**src/pkg/async_pwm_pkg.sv**
```systemverilog
`default_nettype none
package async_pwm_pkg;
    // register byte offsets
    localparam logic [7:0] OFS_CONTROL = 8'h00;
    localparam logic [7:0] OFS_COUNT = 8'h04;
    localparam logic [7:0] OFS_COMPARE = 8'h08;
    localparam logic [7:0] OFS_ASYNC_STATUS = 8'h0C;
    localparam logic [7:0] OFS_FLAGS = 8'h10;
    localparam logic [7:0] OFS_IRQ_ENABLE = 8'h14;
    localparam logic [7:0] OFS_SPECIAL = 8'h18;
    // timer_control_byte field positions
    localparam int CTRL_WGM0_BIT = 6;
    localparam int CTRL_COM_HI = 5;
    localparam int CTRL_COM_LO = 4;
    localparam int CTRL_WGM1_BIT = 3;
    localparam int CTRL_CS_HI = 2;
    localparam int CTRL_CS_LO = 0;
    localparam logic [7:0] CTRL_WRITE_MASK = 8'h7F;
    // async_status_byte field positions
    localparam int STAT_ASYNC_BIT = 3;
    localparam int STAT_COUNT_BUSY_BIT = 2;
    localparam int STAT_COMPARE_BUSY_BIT = 1;
    localparam int STAT_CONTROL_BUSY_BIT = 0;
    // flag and enable positions
    localparam int FLAG_COMPARE_BIT = 1;
    localparam int FLAG_OVERFLOW_BIT = 0;
    localparam int SPECIAL_PRESCALER_CLEAR_BIT = 0;
    // reset values
    localparam logic [7:0] CONTROL_RESET = 8'h00;
    localparam logic [7:0] COUNT_RESET = 8'h00;
    localparam logic [7:0] COMPARE_RESET = 8'h00;
    localparam logic [1:0] ENABLE_RESET = 2'h0;
    // counter limits and encodings
    localparam logic [7:0] COUNT_BOTTOM = 8'h00;
    localparam logic [7:0] COUNT_MAX = 8'hFF;
    localparam logic [1:0] WGM_PHASE_CORRECT = 2'h1;
    localparam logic [1:0] COM_DISCONNECTED = 2'h0;
    localparam logic [1:0] COM_NON_INVERTED = 2'h2;
    localparam logic [1:0] COM_INVERTED = 2'h3;
    // crossing counts
    localparam logic [1:0] XFER_EDGES = 2'h2;
    localparam int FLAG_SYNC_CYCLES = 3;
    localparam int PRESCALE_BITS = 10;
    // axi responses
    localparam logic [1:0] RESP_OKAY = 2'h0;
    localparam logic [1:0] RESP_SLVERR = 2'h2;
    // holding register slots
    typedef enum logic [1:0] {
        SLOT_COUNT = 2'b00,
        SLOT_COMPARE = 2'b01,
        SLOT_CONTROL = 2'b10
    } slot_t;
    // decoded control byte
    typedef struct packed {
        logic [1:0] wgm;
        logic [1:0] com;
        logic [2:0] cs;
    } ctrl_t;
endpackage
`default_nettype wire

```
**src/rtl/async_phase_pwm_timer.sv**
```systemverilog
// Overview of operation
// - mode one counts up then down repeatedly
// - action two non-inverted, three inverted PWM
// - up match clears, down match sets output
// - eight-bit resolution, turnaround fixed at MAX
// - count holds MAX one timer cycle
// - overflow flag set on reaching BOTTOM
// - period is 510 prescaled timer cycles
// - compare BOTTOM low, MAX high output
// - leaving MAX drives up-match level at MAX
// - start above compare skips the up match
// - async writes land after two crystal edges
// - each async register has own holding register
// - compare suppressed while count/compare write pending
// - wake logic rearms after one crystal cycle
// - wake starts on next timer clock cycle
// - count read via register updated per crystal edge
// - async flags take three cycles plus one timer
// - output pin changes on timer clock only
// - async select picks crystal, frees port pins
// - prescaler divides, clear bit resets it
// - clock select codes stop, 1, 8..1024
// - action zero port, top compare handled at TOP
// - busy set on async write, cleared on transfer
//
// Our own choices: the AXI4-Lite interface to the registers and the register addresses.
`timescale 1ns/10ps
`default_nettype none
module async_phase_pwm_timer
    import async_pwm_pkg::*;
(
    // clock and reset
    input wire logic clk,
    input wire logic rst,
    // axi4-lite write
    input wire logic [7:0] awaddr,
    input wire logic awvalid,
    output logic awready,
    input wire logic [31:0] wdata,
    input wire logic [3:0] wstrb,
    input wire logic wvalid,
    output logic wready,
    output logic [1:0] bresp,
    output logic bvalid,
    input wire logic bready,
    // axi4-lite read
    input wire logic [7:0] araddr,
    input wire logic arvalid,
    output logic arready,
    output logic [31:0] rdata,
    output logic [1:0] rresp,
    output logic rvalid,
    input wire logic rready,
    // crystal pins
    input wire logic crystalInputPin,
    output logic crystalPinsReleased,
    // compare output pin
    output logic compareOutputPin,
    output logic compareOutputEnable,
    // sleep handshake
    input wire logic powerSaveSleep,
    output logic wakeRequest,
    output logic irqRequest
);
    import async_pwm_pkg::*;

    function automatic logic [PRESCALE_BITS-1:0] divMask(input logic [2:0] cs);
        case (cs)
            3'h2: divMask = 10'h007;
            3'h3: divMask = 10'h01F;
            3'h4: divMask = 10'h03F;
            3'h5: divMask = 10'h07F;
            3'h6: divMask = 10'h0FF;
            3'h7: divMask = 10'h3FF;
            default: divMask = 10'h000;
        endcase
    endfunction

    function automatic ctrl_t decodeCtrl(input logic [7:0] b);
        decodeCtrl.wgm = {b[CTRL_WGM1_BIT], b[CTRL_WGM0_BIT]};
        decodeCtrl.com = b[CTRL_COM_HI:CTRL_COM_LO];
        decodeCtrl.cs = b[CTRL_CS_HI:CTRL_CS_LO];
    endfunction

    logic [7:0] controlByte;
    logic [7:0] countValue;
    logic [7:0] compareValue;
    logic [7:0] compareActive;
    logic [7:0] countRead;
    logic asyncSel;
    logic [1:0] irqEnable;
    logic [1:0] flags;
    logic [2:0] holdBusy;
    logic [7:0] holdData [3];
    logic [1:0] holdEdges [3];
    logic [2:0] holdLoad;
    logic [2:0] xtalSync;
    logic xtalRise;
    logic srcTick;
    logic timerTick;
    logic [PRESCALE_BITS-1:0] prescaler;
    logic prescalerClear;
    logic countingDown;
    logic countWriteBlock;
    logic ocLevel;
    logic wakeArmed;
    logic [FLAG_SYNC_CYCLES-1:0] ovfPipe;
    logic [FLAG_SYNC_CYCLES-1:0] cmpPipe;
    logic ovfEvent;
    logic cmpEvent;
    logic ovfSet;
    logic cmpSet;
    logic [7:0] awaddrHeld;
    logic [31:0] wdataHeld;
    logic awHeld;
    logic wHeld;
    logic writeFire;
    logic [7:0] writeByte;
    ctrl_t ctrl;
    logic pwmMode;
    logic compareBlocked;
    logic matchNow;
    logic [7:0] next_count;

    assign ctrl = decodeCtrl(controlByte);
    assign pwmMode = (ctrl.wgm == WGM_PHASE_CORRECT);

    // crystal pin synchroniser and rising edge
    always_ff @(posedge clk or posedge rst)
    begin
        if (rst)
            xtalSync <= 3'h0;
        else
            xtalSync <= {xtalSync[1:0], crystalInputPin};
    end
    assign xtalRise = xtalSync[1] & ~xtalSync[2];

    // source clock and prescaler
    assign srcTick = asyncSel ? xtalRise : 1'b1;
    assign crystalPinsReleased = asyncSel;

    always_ff @(posedge clk or posedge rst)
    begin
        if (rst)
            prescaler <= 10'h000;
        else if (prescalerClear)
            prescaler <= 10'h000;
        else if (srcTick)
            prescaler <= prescaler + 10'h001;
    end

    always_comb
    begin
        if (ctrl.cs == 3'h0)
            timerTick = 1'b0;
        else
            timerTick = srcTick && ((prescaler & divMask(ctrl.cs)) == divMask(ctrl.cs));
    end

    // axi write channel
    assign awready = ~awHeld;
    assign wready = ~wHeld;
    assign writeFire = awHeld && wHeld && !bvalid;
    assign writeByte = wdataHeld[7:0];

    always_ff @(posedge clk or posedge rst)
    begin
        if (rst)
        begin
            awHeld <= 1'b0;
            wHeld <= 1'b0;
            awaddrHeld <= 8'h00;
            wdataHeld <= 32'h00000000;
        end
        else
        begin
            if (awvalid && awready)
            begin
                awHeld <= 1'b1;
                awaddrHeld <= awaddr;
            end
            else if (writeFire)
                awHeld <= 1'b0;
            if (wvalid && wready)
            begin
                wHeld <= 1'b1;
                wdataHeld <= wstrb[0] ? wdata : 32'h00000000;
            end
            else if (writeFire)
                wHeld <= 1'b0;
        end
    end

    always_ff @(posedge clk or posedge rst)
    begin
        if (rst)
        begin
            bvalid <= 1'b0;
            bresp <= RESP_OKAY;
        end
        else if (writeFire)
        begin
            bvalid <= 1'b1;
            case (awaddrHeld)
                OFS_CONTROL, OFS_COUNT, OFS_COMPARE, OFS_ASYNC_STATUS,
                OFS_FLAGS, OFS_IRQ_ENABLE, OFS_SPECIAL: bresp <= RESP_OKAY;
                default: bresp <= RESP_SLVERR;
            endcase
        end
        else if (bready)
            bvalid <= 1'b0;
    end

    // plain software registers
    always_ff @(posedge clk or posedge rst)
    begin
        if (rst)
        begin
            asyncSel <= 1'b0;
            irqEnable <= ENABLE_RESET;
            prescalerClear <= 1'b0;
        end
        else
        begin
            prescalerClear <= writeFire && awaddrHeld == OFS_SPECIAL && writeByte[SPECIAL_PRESCALER_CLEAR_BIT];
            if (writeFire && awaddrHeld == OFS_ASYNC_STATUS)
                asyncSel <= writeByte[STAT_ASYNC_BIT];
            if (writeFire && awaddrHeld == OFS_IRQ_ENABLE)
                irqEnable <= writeByte[1:0];
        end
    end

    // holding registers, one per async destination
    generate
        for (genvar i = 0; i < 3; i++)
        begin : g_hold
            logic hit;
            assign hit = writeFire && asyncSel && (awaddrHeld == (i == 0 ? OFS_COUNT : i == 1 ? OFS_COMPARE : OFS_CONTROL));
            assign holdLoad[i] = holdBusy[i] && xtalRise && (holdEdges[i] == XFER_EDGES - 2'h1);
            always_ff @(posedge clk or posedge rst)
            begin
                if (rst)
                begin
                    holdBusy[i] <= 1'b0;
                    holdData[i] <= 8'h00;
                    holdEdges[i] <= 2'h0;
                end
                else if (hit)
                begin
                    holdBusy[i] <= 1'b1;
                    holdData[i] <= writeByte;
                    holdEdges[i] <= 2'h0;
                end
                else if (holdLoad[i])
                    holdBusy[i] <= 1'b0;
                else if (holdBusy[i] && xtalRise)
                    holdEdges[i] <= holdEdges[i] + 2'h1;
            end
        end
    endgenerate

    // control and compare destinations
    always_ff @(posedge clk or posedge rst)
    begin
        if (rst)
        begin
            controlByte <= CONTROL_RESET;
            compareValue <= COMPARE_RESET;
        end
        else
        begin
            if (holdLoad[SLOT_CONTROL])
                controlByte <= holdData[SLOT_CONTROL] & CTRL_WRITE_MASK;
            else if (writeFire && !asyncSel && awaddrHeld == OFS_CONTROL)
                controlByte <= writeByte & CTRL_WRITE_MASK;
            if (holdLoad[SLOT_COMPARE])
                compareValue <= holdData[SLOT_COMPARE];
            else if (writeFire && !asyncSel && awaddrHeld == OFS_COMPARE)
                compareValue <= writeByte;
        end
    end

    // counter, dual slope
    assign compareBlocked = holdBusy[SLOT_COUNT] | holdBusy[SLOT_COMPARE] | countWriteBlock;
    assign matchNow = (countValue == compareActive) && !compareBlocked;

    always_comb
    begin
        next_count = countValue;
        if (!pwmMode)
            next_count = countValue + 8'h01;
        else if (!countingDown && countValue == COUNT_MAX)
            next_count = COUNT_MAX - 8'h01;
        else if (countingDown && countValue == COUNT_BOTTOM)
            next_count = COUNT_BOTTOM + 8'h01;
        else if (countingDown)
            next_count = countValue - 8'h01;
        else
            next_count = countValue + 8'h01;
    end

    always_ff @(posedge clk or posedge rst)
    begin
        if (rst)
        begin
            countValue <= COUNT_RESET;
            countingDown <= 1'b0;
            countWriteBlock <= 1'b0;
        end
        else if (holdLoad[SLOT_COUNT] || (writeFire && !asyncSel && awaddrHeld == OFS_COUNT))
        begin
            countValue <= holdLoad[SLOT_COUNT] ? holdData[SLOT_COUNT] : writeByte;
            countWriteBlock <= 1'b1;
        end
        else if (timerTick)
        begin
            countValue <= next_count;
            countWriteBlock <= 1'b0;
            if (pwmMode && countValue == COUNT_MAX)
                countingDown <= 1'b1;
            else if (countValue == COUNT_BOTTOM)
                countingDown <= 1'b0;
        end
    end

    // compare buffer updates at TOP
    always_ff @(posedge clk or posedge rst)
    begin
        if (rst)
            compareActive <= COMPARE_RESET;
        else if (!pwmMode || (timerTick && countValue == COUNT_MAX))
            compareActive <= compareValue;
    end

    // waveform output on timer ticks only
    always_ff @(posedge clk or posedge rst)
    begin
        if (rst)
            ocLevel <= 1'b0;
        else if (timerTick && pwmMode && ctrl.com[1])
        begin
            if (countValue == COUNT_MAX)
            begin
                if (compareValue == COUNT_MAX && compareActive == COUNT_MAX)
                    ocLevel <= (ctrl.com == COM_NON_INVERTED);
                else if (compareActive == COUNT_MAX || matchNow)
                    ocLevel <= (ctrl.com == COM_INVERTED);
            end
            else if (matchNow && (!countingDown || countValue == COUNT_BOTTOM))
                ocLevel <= (ctrl.com == COM_INVERTED);
            else if (matchNow)
                ocLevel <= (ctrl.com == COM_NON_INVERTED);
        end
    end
    assign compareOutputPin = ocLevel;
    assign compareOutputEnable = pwmMode ? ctrl.com[1] : (ctrl.com != COM_DISCONNECTED);

    // timer events and flag crossing
    assign ovfEvent = timerTick && (pwmMode ? (countingDown && countValue == COUNT_BOTTOM + 8'h01)
                                            : (countValue == COUNT_MAX));
    assign cmpEvent = timerTick && matchNow;

    always_ff @(posedge clk or posedge rst)
    begin
        if (rst)
        begin
            ovfPipe <= 3'h0;
            cmpPipe <= 3'h0;
        end
        else
        begin
            ovfPipe <= {ovfPipe[FLAG_SYNC_CYCLES-2:0], ovfEvent};
            cmpPipe <= {cmpPipe[FLAG_SYNC_CYCLES-2:0], cmpEvent};
        end
    end
    assign ovfSet = asyncSel ? ovfPipe[FLAG_SYNC_CYCLES-1] : ovfEvent;
    assign cmpSet = asyncSel ? cmpPipe[FLAG_SYNC_CYCLES-1] : cmpEvent;

    always_ff @(posedge clk or posedge rst)
    begin
        if (rst)
            flags <= 2'h0;
        else
        begin
            if (ovfSet)
                flags[FLAG_OVERFLOW_BIT] <= 1'b1;
            else if (writeFire && awaddrHeld == OFS_FLAGS && writeByte[FLAG_OVERFLOW_BIT])
                flags[FLAG_OVERFLOW_BIT] <= 1'b0;
            if (cmpSet)
                flags[FLAG_COMPARE_BIT] <= 1'b1;
            else if (writeFire && awaddrHeld == OFS_FLAGS && writeByte[FLAG_COMPARE_BIT])
                flags[FLAG_COMPARE_BIT] <= 1'b0;
        end
    end
    assign irqRequest = |(flags & irqEnable);

    // wake from power-save
    always_ff @(posedge clk or posedge rst)
    begin
        if (rst)
        begin
            wakeRequest <= 1'b0;
            wakeArmed <= 1'b1;
        end
        else if (!powerSaveSleep)
        begin
            wakeRequest <= 1'b0;
            if (srcTick && !wakeRequest)
                wakeArmed <= 1'b1;
        end
        else if (timerTick && wakeArmed && irqRequest)
        begin
            wakeRequest <= 1'b1;
            wakeArmed <= 1'b0;
        end
    end

    // count readback register
    always_ff @(posedge clk or posedge rst)
    begin
        if (rst)
            countRead <= COUNT_RESET;
        else if (!asyncSel || xtalRise)
            countRead <= countValue;
    end

    // axi read channel
    assign arready = ~rvalid;
    always_ff @(posedge clk or posedge rst)
    begin
        if (rst)
        begin
            rvalid <= 1'b0;
            rdata <= 32'h00000000;
            rresp <= RESP_OKAY;
        end
        else if (arvalid && arready)
        begin
            rvalid <= 1'b1;
            rresp <= RESP_OKAY;
            case (araddr)
                OFS_CONTROL: rdata <= {24'h000000, controlByte};
                OFS_COUNT: rdata <= {24'h000000, countRead};
                OFS_COMPARE: rdata <= {24'h000000, compareValue};
                OFS_ASYNC_STATUS: rdata <= {28'h0000000, asyncSel, holdBusy[SLOT_COUNT],
                                            holdBusy[SLOT_COMPARE], holdBusy[SLOT_CONTROL]};
                OFS_FLAGS: rdata <= {30'h00000000, flags};
                OFS_IRQ_ENABLE: rdata <= {30'h00000000, irqEnable};
                OFS_SPECIAL: rdata <= 32'h00000000;
                default:
                begin
                    rdata <= 32'h00000000;
                    rresp <= RESP_SLVERR;
                end
            endcase
        end
        else if (rready)
            rvalid <= 1'b0;
    end
endmodule
`default_nettype wire

```
**config.mk**
```make
export PLATFORM = sky130hd
export DESIGN_NAME = async_phase_pwm_timer
export DESIGN_NICKNAME = d
export VERILOG_FILES = /design/src/pkg/async_pwm_pkg.sv /design/src/rtl/async_phase_pwm_timer.sv
export SDC_FILE = /design/constraint.sdc
export NUM_CORES = 1
export LEC_CHECK = 0
export BUFFER_PORTS_ARGS = -buffer_cell sky130_fd_sc_hd__buf_2
export CORE_UTILIZATION = 30
export CTS_CLUSTER_SIZE = 16
export DETAILED_ROUTE_END_ITERATION = 12
export SETUP_SLACK_MARGIN = 0.2
export SKIP_CTS_REPAIR_TIMING = 1
export SLEW_MARGIN = 20
export SYNTH_ARGS = -nofsm -noshare
export SYNTH_HDL_FRONTEND = slang
export SYNTH_SLANG_ARGS = --single-unit
```
**constraint.sdc**
```tcl
create_clock -name clk -period 6.55 [get_ports clk]
set_input_delay 1.6375 -clock clk [delete_from_list [all_inputs] [get_ports clk]]
set_output_delay 1.6375 -clock clk [all_outputs]
set_load 0.01 [all_outputs]
```
== Word-level counts from Yosys, hierarchy flattened ==
Cells that the tools add are included.
Word-level totals
  RAM bits: 0
  register bits after elaboration: 158
  latch bits: 0
  logic and storage cells: 239
  memories kept: 0
  memory bits (read-only): 0
  output and inout bits: 46
  bits of input ports: 61
Operators by class
  add/sub/neg operators: 6
  muxes and demuxes: 65
  multipliers: 0
  bitwise operators: 10
  reductions and logical operators: 86
  shifts and indexed selects: 0
  div/mod/pow operators: 0
  equality and inequality tests: 35
  magnitude comparators: 0
Operators by type and width (count)
  $mux W8: 12
  $pmux W10 S6: 1
  $eq A8 B5 Y1 const B: 6
  $pmux W8 S6: 1
  $logic_and A1 B1 Y1: 42
  $reduce_bool A2 Y1: 19
  $mux W1: 37
  $eq A8 B4 Y1 const B: 4
  $mux W10: 3
  $eq A8 B8 Y1 const B: 3
  $logic_not A8 Y1: 3
  $mux W2: 11
  $eq A8 B3 Y1 const B: 2
  $reduce_or A7 Y1: 2
  $eq A3 B3 Y1 const B: 4
  $add A10 B1 Y10 const B: 1
  $and A10 B10 Y10: 1
  $eq A10 B10 Y1: 1
  $add A8 B1 Y8 const B: 1
  $eq A2 B1 Y1 const B: 4
  $eq A8 B1 Y1 const B: 1
  $eq A8 B8 Y1: 1
  $ne A2 B1 Y1 const B: 4
  $reduce_and A2 Y1: 4
  other kinds (15): 34

== Longest topological paths before layout ==
  depth after elaboration: 11
  mapped depth: 8
  depth with buffers taken out: 8

== Worst setup path before layout ==
Ideal clock, no wire load.
  kind: in2reg
  start: input araddr[5]
  end: register rdata[4]
  stages: 5
  buffers on the path: 0
  data required time: 6.466 ns
  library setup time: 0.084 ns
  data arrival time: 2.880 ns
  setup slack: 3.585 ns
  path through: nor4_1 > nand2_1 > nor2_1 > a222oi_1 > o21ai_0
On the way
  cells in the longest elaborated chain, start to end: 2
  elaborated cells between the ends (all ways): 7
  those cells by class: 5 x eq/ne; 1 x mux; 1 x reduce/logical
Ends and longest elaborated chain
  start: declaration: RTL line async_phase_pwm_timer.sv:47  | input wire logic [7:0] araddr,
  $eq A8 B5 Y1 (tied with other cells): RTL line async_phase_pwm_timer.sv:441  | case (araddr)
  $pmux W8 S6 *: RTL line async_phase_pwm_timer.sv:441
  end signal: assignment: RTL line async_phase_pwm_timer.sv:442  | OFS_CONTROL: rdata <= {24'h000000, controlByte};
  end signal: assignment: RTL line async_phase_pwm_timer.sv:443  | OFS_COUNT: rdata <= {24'h000000, countRead};
  end signal: assignment: RTL line async_phase_pwm_timer.sv:444  | OFS_COMPARE: rdata <= {24'h000000, compareValue};
  end: declaration: RTL line async_phase_pwm_timer.sv:50  | output logic [31:0] rdata,
Mark *: on every way between the ends. The rest lies on a longest branch, timed or not.
A chain may end at the register's enable or synchronous reset.

== Final worst setup path ==
  start: register controlByte[3]
  end: output compareOutputEnable
On the way
  cells in the longest elaborated chain, start to end: 2
Ends and longest elaborated chain
  start: declaration: RTL line async_phase_pwm_timer.sv:85  | logic [7:0] controlByte;
  start signal: assignment: RTL line async_phase_pwm_timer.sv:273  | controlByte <= holdData[SLOT_CONTROL] & CTRL_WRITE_MASK;
  start signal: assignment: RTL line async_phase_pwm_timer.sv:275  | controlByte <= writeByte & CTRL_WRITE_MASK;
  $eq A2 B1 Y1: RTL line async_phase_pwm_timer.sv:126  | assign pwmMode = (ctrl.wgm == WGM_PHASE_CORRECT);
  $mux W1: RTL line async_phase_pwm_timer.sv:356  | assign compareOutputEnable = pwmMode ? ctrl.com[1] : (ctrl.com != COM_DISCONNECTED);
  end: declaration: RTL line async_phase_pwm_timer.sv:59  | output logic compareOutputEnable,
No other way between the ends.

==> impl_metrics.json <==
{
  "grt-ovfl-total": 0,
  "cts_num_sinks": 131,
  "gp_congestion": 0.9460,
  "synth_warnings": 0,
  "postSynthCellCount": 650,
  "worst-path-buf-inv": 1,
  "grt_pass1_wl_mm": 25.32,
  "cp_top_family": "flip-flops",
  "routedWlPerCell_um": 15.89,
  "synthFlopType": "dfrtp_1",
  "critical_path_arrival_ps": 1580,
  "clkTransAtPathRegs_ps": 60,
  "drt_pass1_iterations": 7,
  "synth.distinct_cells": 71,
  "h-tree-depth": 4,
  "fill_cells": 2175,
  "end_kind": "primary output",
  "diodes": 0,
  "grt_setup_unrepaired": "false",
  "yosysSeqAreaShare": 0.4965,
  "async_flop_share": 1.000,
  "slowest_stage": "dfrtp_1",
  "dp_hpwl_mm": 10.96,
  "cp_data_required_time_ps": 4910,
  "die_x_um": 150.4,
  "drt-initial-drc-count": 400,
  "route.vias.total": 4784,
  "path_class": "flip-flop to primary output",
  "synth-seq-cells": 131,
  "clock.fmax_ghz": 0.3110,
  "nNetsFinal": 762,
  "die_y_um": 150.4,
  "p_per_area_mw_per_mm2": 399.0,
  "ant_nets": 0,
  "cts_tree": "built",
  "core-area_mm2": 0.02129,
  "syn_area_mm2": 0.006605,
  "ctsLongestPathBuffers": 2,
  "wl_mm": 15.60,
  "port_buffers": 53,
  "drive_gt1_frac": 0.2079,
  "drc": 0,
  "p_leak_nw": 3.610,
  "clockRootBuffer": "clkbuf_16",
  "cap_violations": 0,
  "fin_crit_ps": 3215,
  "viasPerCell": 4.872,
  "cp-start-kind": "flip-flop",
  "syn_avg_cell_area_um2": 10.16,
  "num_rows": 53,
  "crit_fanout": 6,
  "max_stage_delay_ps": 470,
  "antenna_found_initial": 0,
  "fin_crit_sh": 0.4909,
  "initial_core_util": 0.3103,
  "final_util": 0.3577,
  "ios": 107,
  "grt_max_degree": 82,
  "relSlewSlack": 0.3668,
  "finalHoldWorstSlack_ps": 346.5,
  "numCtsBuffers": 17,
  "path_cells": "nand2b_1 > a21o_1 > buf_2",
  "hold_path.class": "flip-flop to flip-flop",
  "worst_pin_slew_ps": 941.1,
  "finalSetupTns_ps": 0,
  "track_usage": 0.1503,
  "grt_pass1_vias": 4536,
  "status": "finished, final reports clean",
  "setup_violations": 0,
  "dieArea_mm2": 0.02261,
  "finalHoldViolations": 0,
  "clock_latency_ps": 430,
  "drv_slew": 0,
  "synthToLayoutAreaGrowth_pct": 15.27,
  "skew_ps": 22.12,
  "synth_edf_count": 0,
  "peakVddDrop_mv": 0.2294
}
[per-layer routing]
metal / vias up / global-route usage / wire, um
li1: 2344 / - / -
met1: 2283 / 0.2262 / 8118
met2: 146 / 0.2069 / 6550
met3: 11 / 0.03848 / 776
met4: 0 / 0.04697 / 154
met5: - / 0 / 0
[cell usage in the layout (no fill, tap or decap), drive strengths merged, types with 5 or more instances in the layout]
master,netlist,routed
nand3,26,26
nand2b,6,6
nand4,10,10
a22oi,6,6
and3,8,8
o21ai,33,33
xnor2,8,8
dfrtp,130,130
mux2i,19,19
and2,6,6
a31oi,5,5
mux2,44,44
xor2,18,18
inv,16,19
clkbuf,14,22
nor3,12,12
nor2,53,53
a21oi,31,31
nand2,87,87
ha,7,7
nor2b,5,5
buf,42,56
nor4,5,5
conb,1,26
[where the power goes]
group / internal [mW] / switching [mW]
clock network: 0.602 / 0.360
registers: 0.996 / 0.325
logic: 0.339 / 0.416
[worst paths after layout]
check / start / to / slack, ps / cells after the start
min: xtalSync[0] / xtalSync[1] / 350 / 0
min in group asynchronous: rst / holdBusy[2] / 1330 / 2
min reg2reg: xtalSync[0] / xtalSync[1] / 350 / 0
max in group asynchronous: rst / compareActive[2] / 4120 / 3
max: controlByte[3] / compareOutputEnable / 3330 / 3
max reg2reg: bvalid / holdData[19] / 3930 / 4
[Yosys cell counts (5+ instances only)]
| cell type | n | area (um2) |
|---|---|---|
| nand2_1 | 87 | 326.6 |
| nor2b_1 | 5 | 31.28 |
| ha_1 | 7 | 87.58 |
| a21oi_1 | 30 | 150.1 |
| xor2_1 | 18 | 157.7 |
| o21ai_0 | 30 | 150.1 |
| clkbuf_1 | 14 | 52.55 |
| mux2i_1 | 19 | 190.2 |
| and3_1 | 8 | 50.05 |
| nand3_1 | 26 | 130.1 |
| nand4_1 | 10 | 62.56 |
| a22oi_1 | 6 | 45.04 |
| nand2b_1 | 6 | 37.54 |
| nor2_1 | 51 | 191.4 |
| mux2_2 | 44 | 495.5 |
| dfrtp_1 | 130 | 3253 |
| nor3_1 | 11 | 55.05 |
| inv_1 | 16 | 60.06 |
| buf_2 | 10 | 50.05 |
| a31oi_1 | 5 | 31.28 |
| xnor2_1 | 8 | 70.07 |
| and2_1 | 6 | 37.54 |
| buf_4 | 29 | 217.7 |
[layout make-up]
class | instances | area [um2] | area share
multi-input combinational | 472 | 3032 | 0.3982
tap | 275 | 344.1 | 0.04519
timing repair buffer | 56 | 287.8 | 0.03780
inverter | 16 | 65.06 | 0.008546
clock inverter | 10 | 121.4 | 0.01594
sequential | 131 | 3279 | 0.4307
clock buffer | 22 | 484.2 | 0.06360
[cell families after synthesis]
kind of cell             Yosys count  synth area share
AO/OA/AOI/OAI                    121            0.1237
XOR/XNOR                          26           0.03448
adder cells (fa/ha/maj)            7           0.01326
buffers and inverters             72           0.06043
flip-flops                       131            0.4965
multiplexers                      63            0.1038
other                              1         0.0005677
AND/OR/NAND/NOR                  229            0.1673
[metrics by stage]
step                power [mW]  std cells  setup slack (ps)  area, um2
floorplan                1.810        675              1416       6699
global placement         2.071        950              3149       6994
detailed placement       2.077        950              3137       6994
CTS                      3.055        982              3329       7600
global route             3.237        982              3245       7614
finish                   3.038        982              3335       7614
[flip-flops by register name (all words and copies together) (netlist names), 2 cells and up]
| signal | count |
|---|---|
| rdata | 8 |
| controlByte | 7 |
| holdBusy | 3 |
| ovfPipe | 3 |
| countRead | 8 |
| awaddrHeld | 8 |
| prescaler | 10 |
| countValue | 8 |
| cmpPipe | 3 |
| flags | 2 |
| compareValue | 8 |
| xtalSync | 3 |
| compareActive | 8 |
| wdataHeld | 8 |
| holdEdges | 6 |
| irqEnable | 2 |
| holdData | 23 |
[worst register-to-register path: cells and delay by family (launching register included)]
kind	cells	cell delay [ps]
DFF	1	390
muxes	1	420
and+or+nand+nor	3	1680
Note: power is estimated with default switching activity, not from simulation.
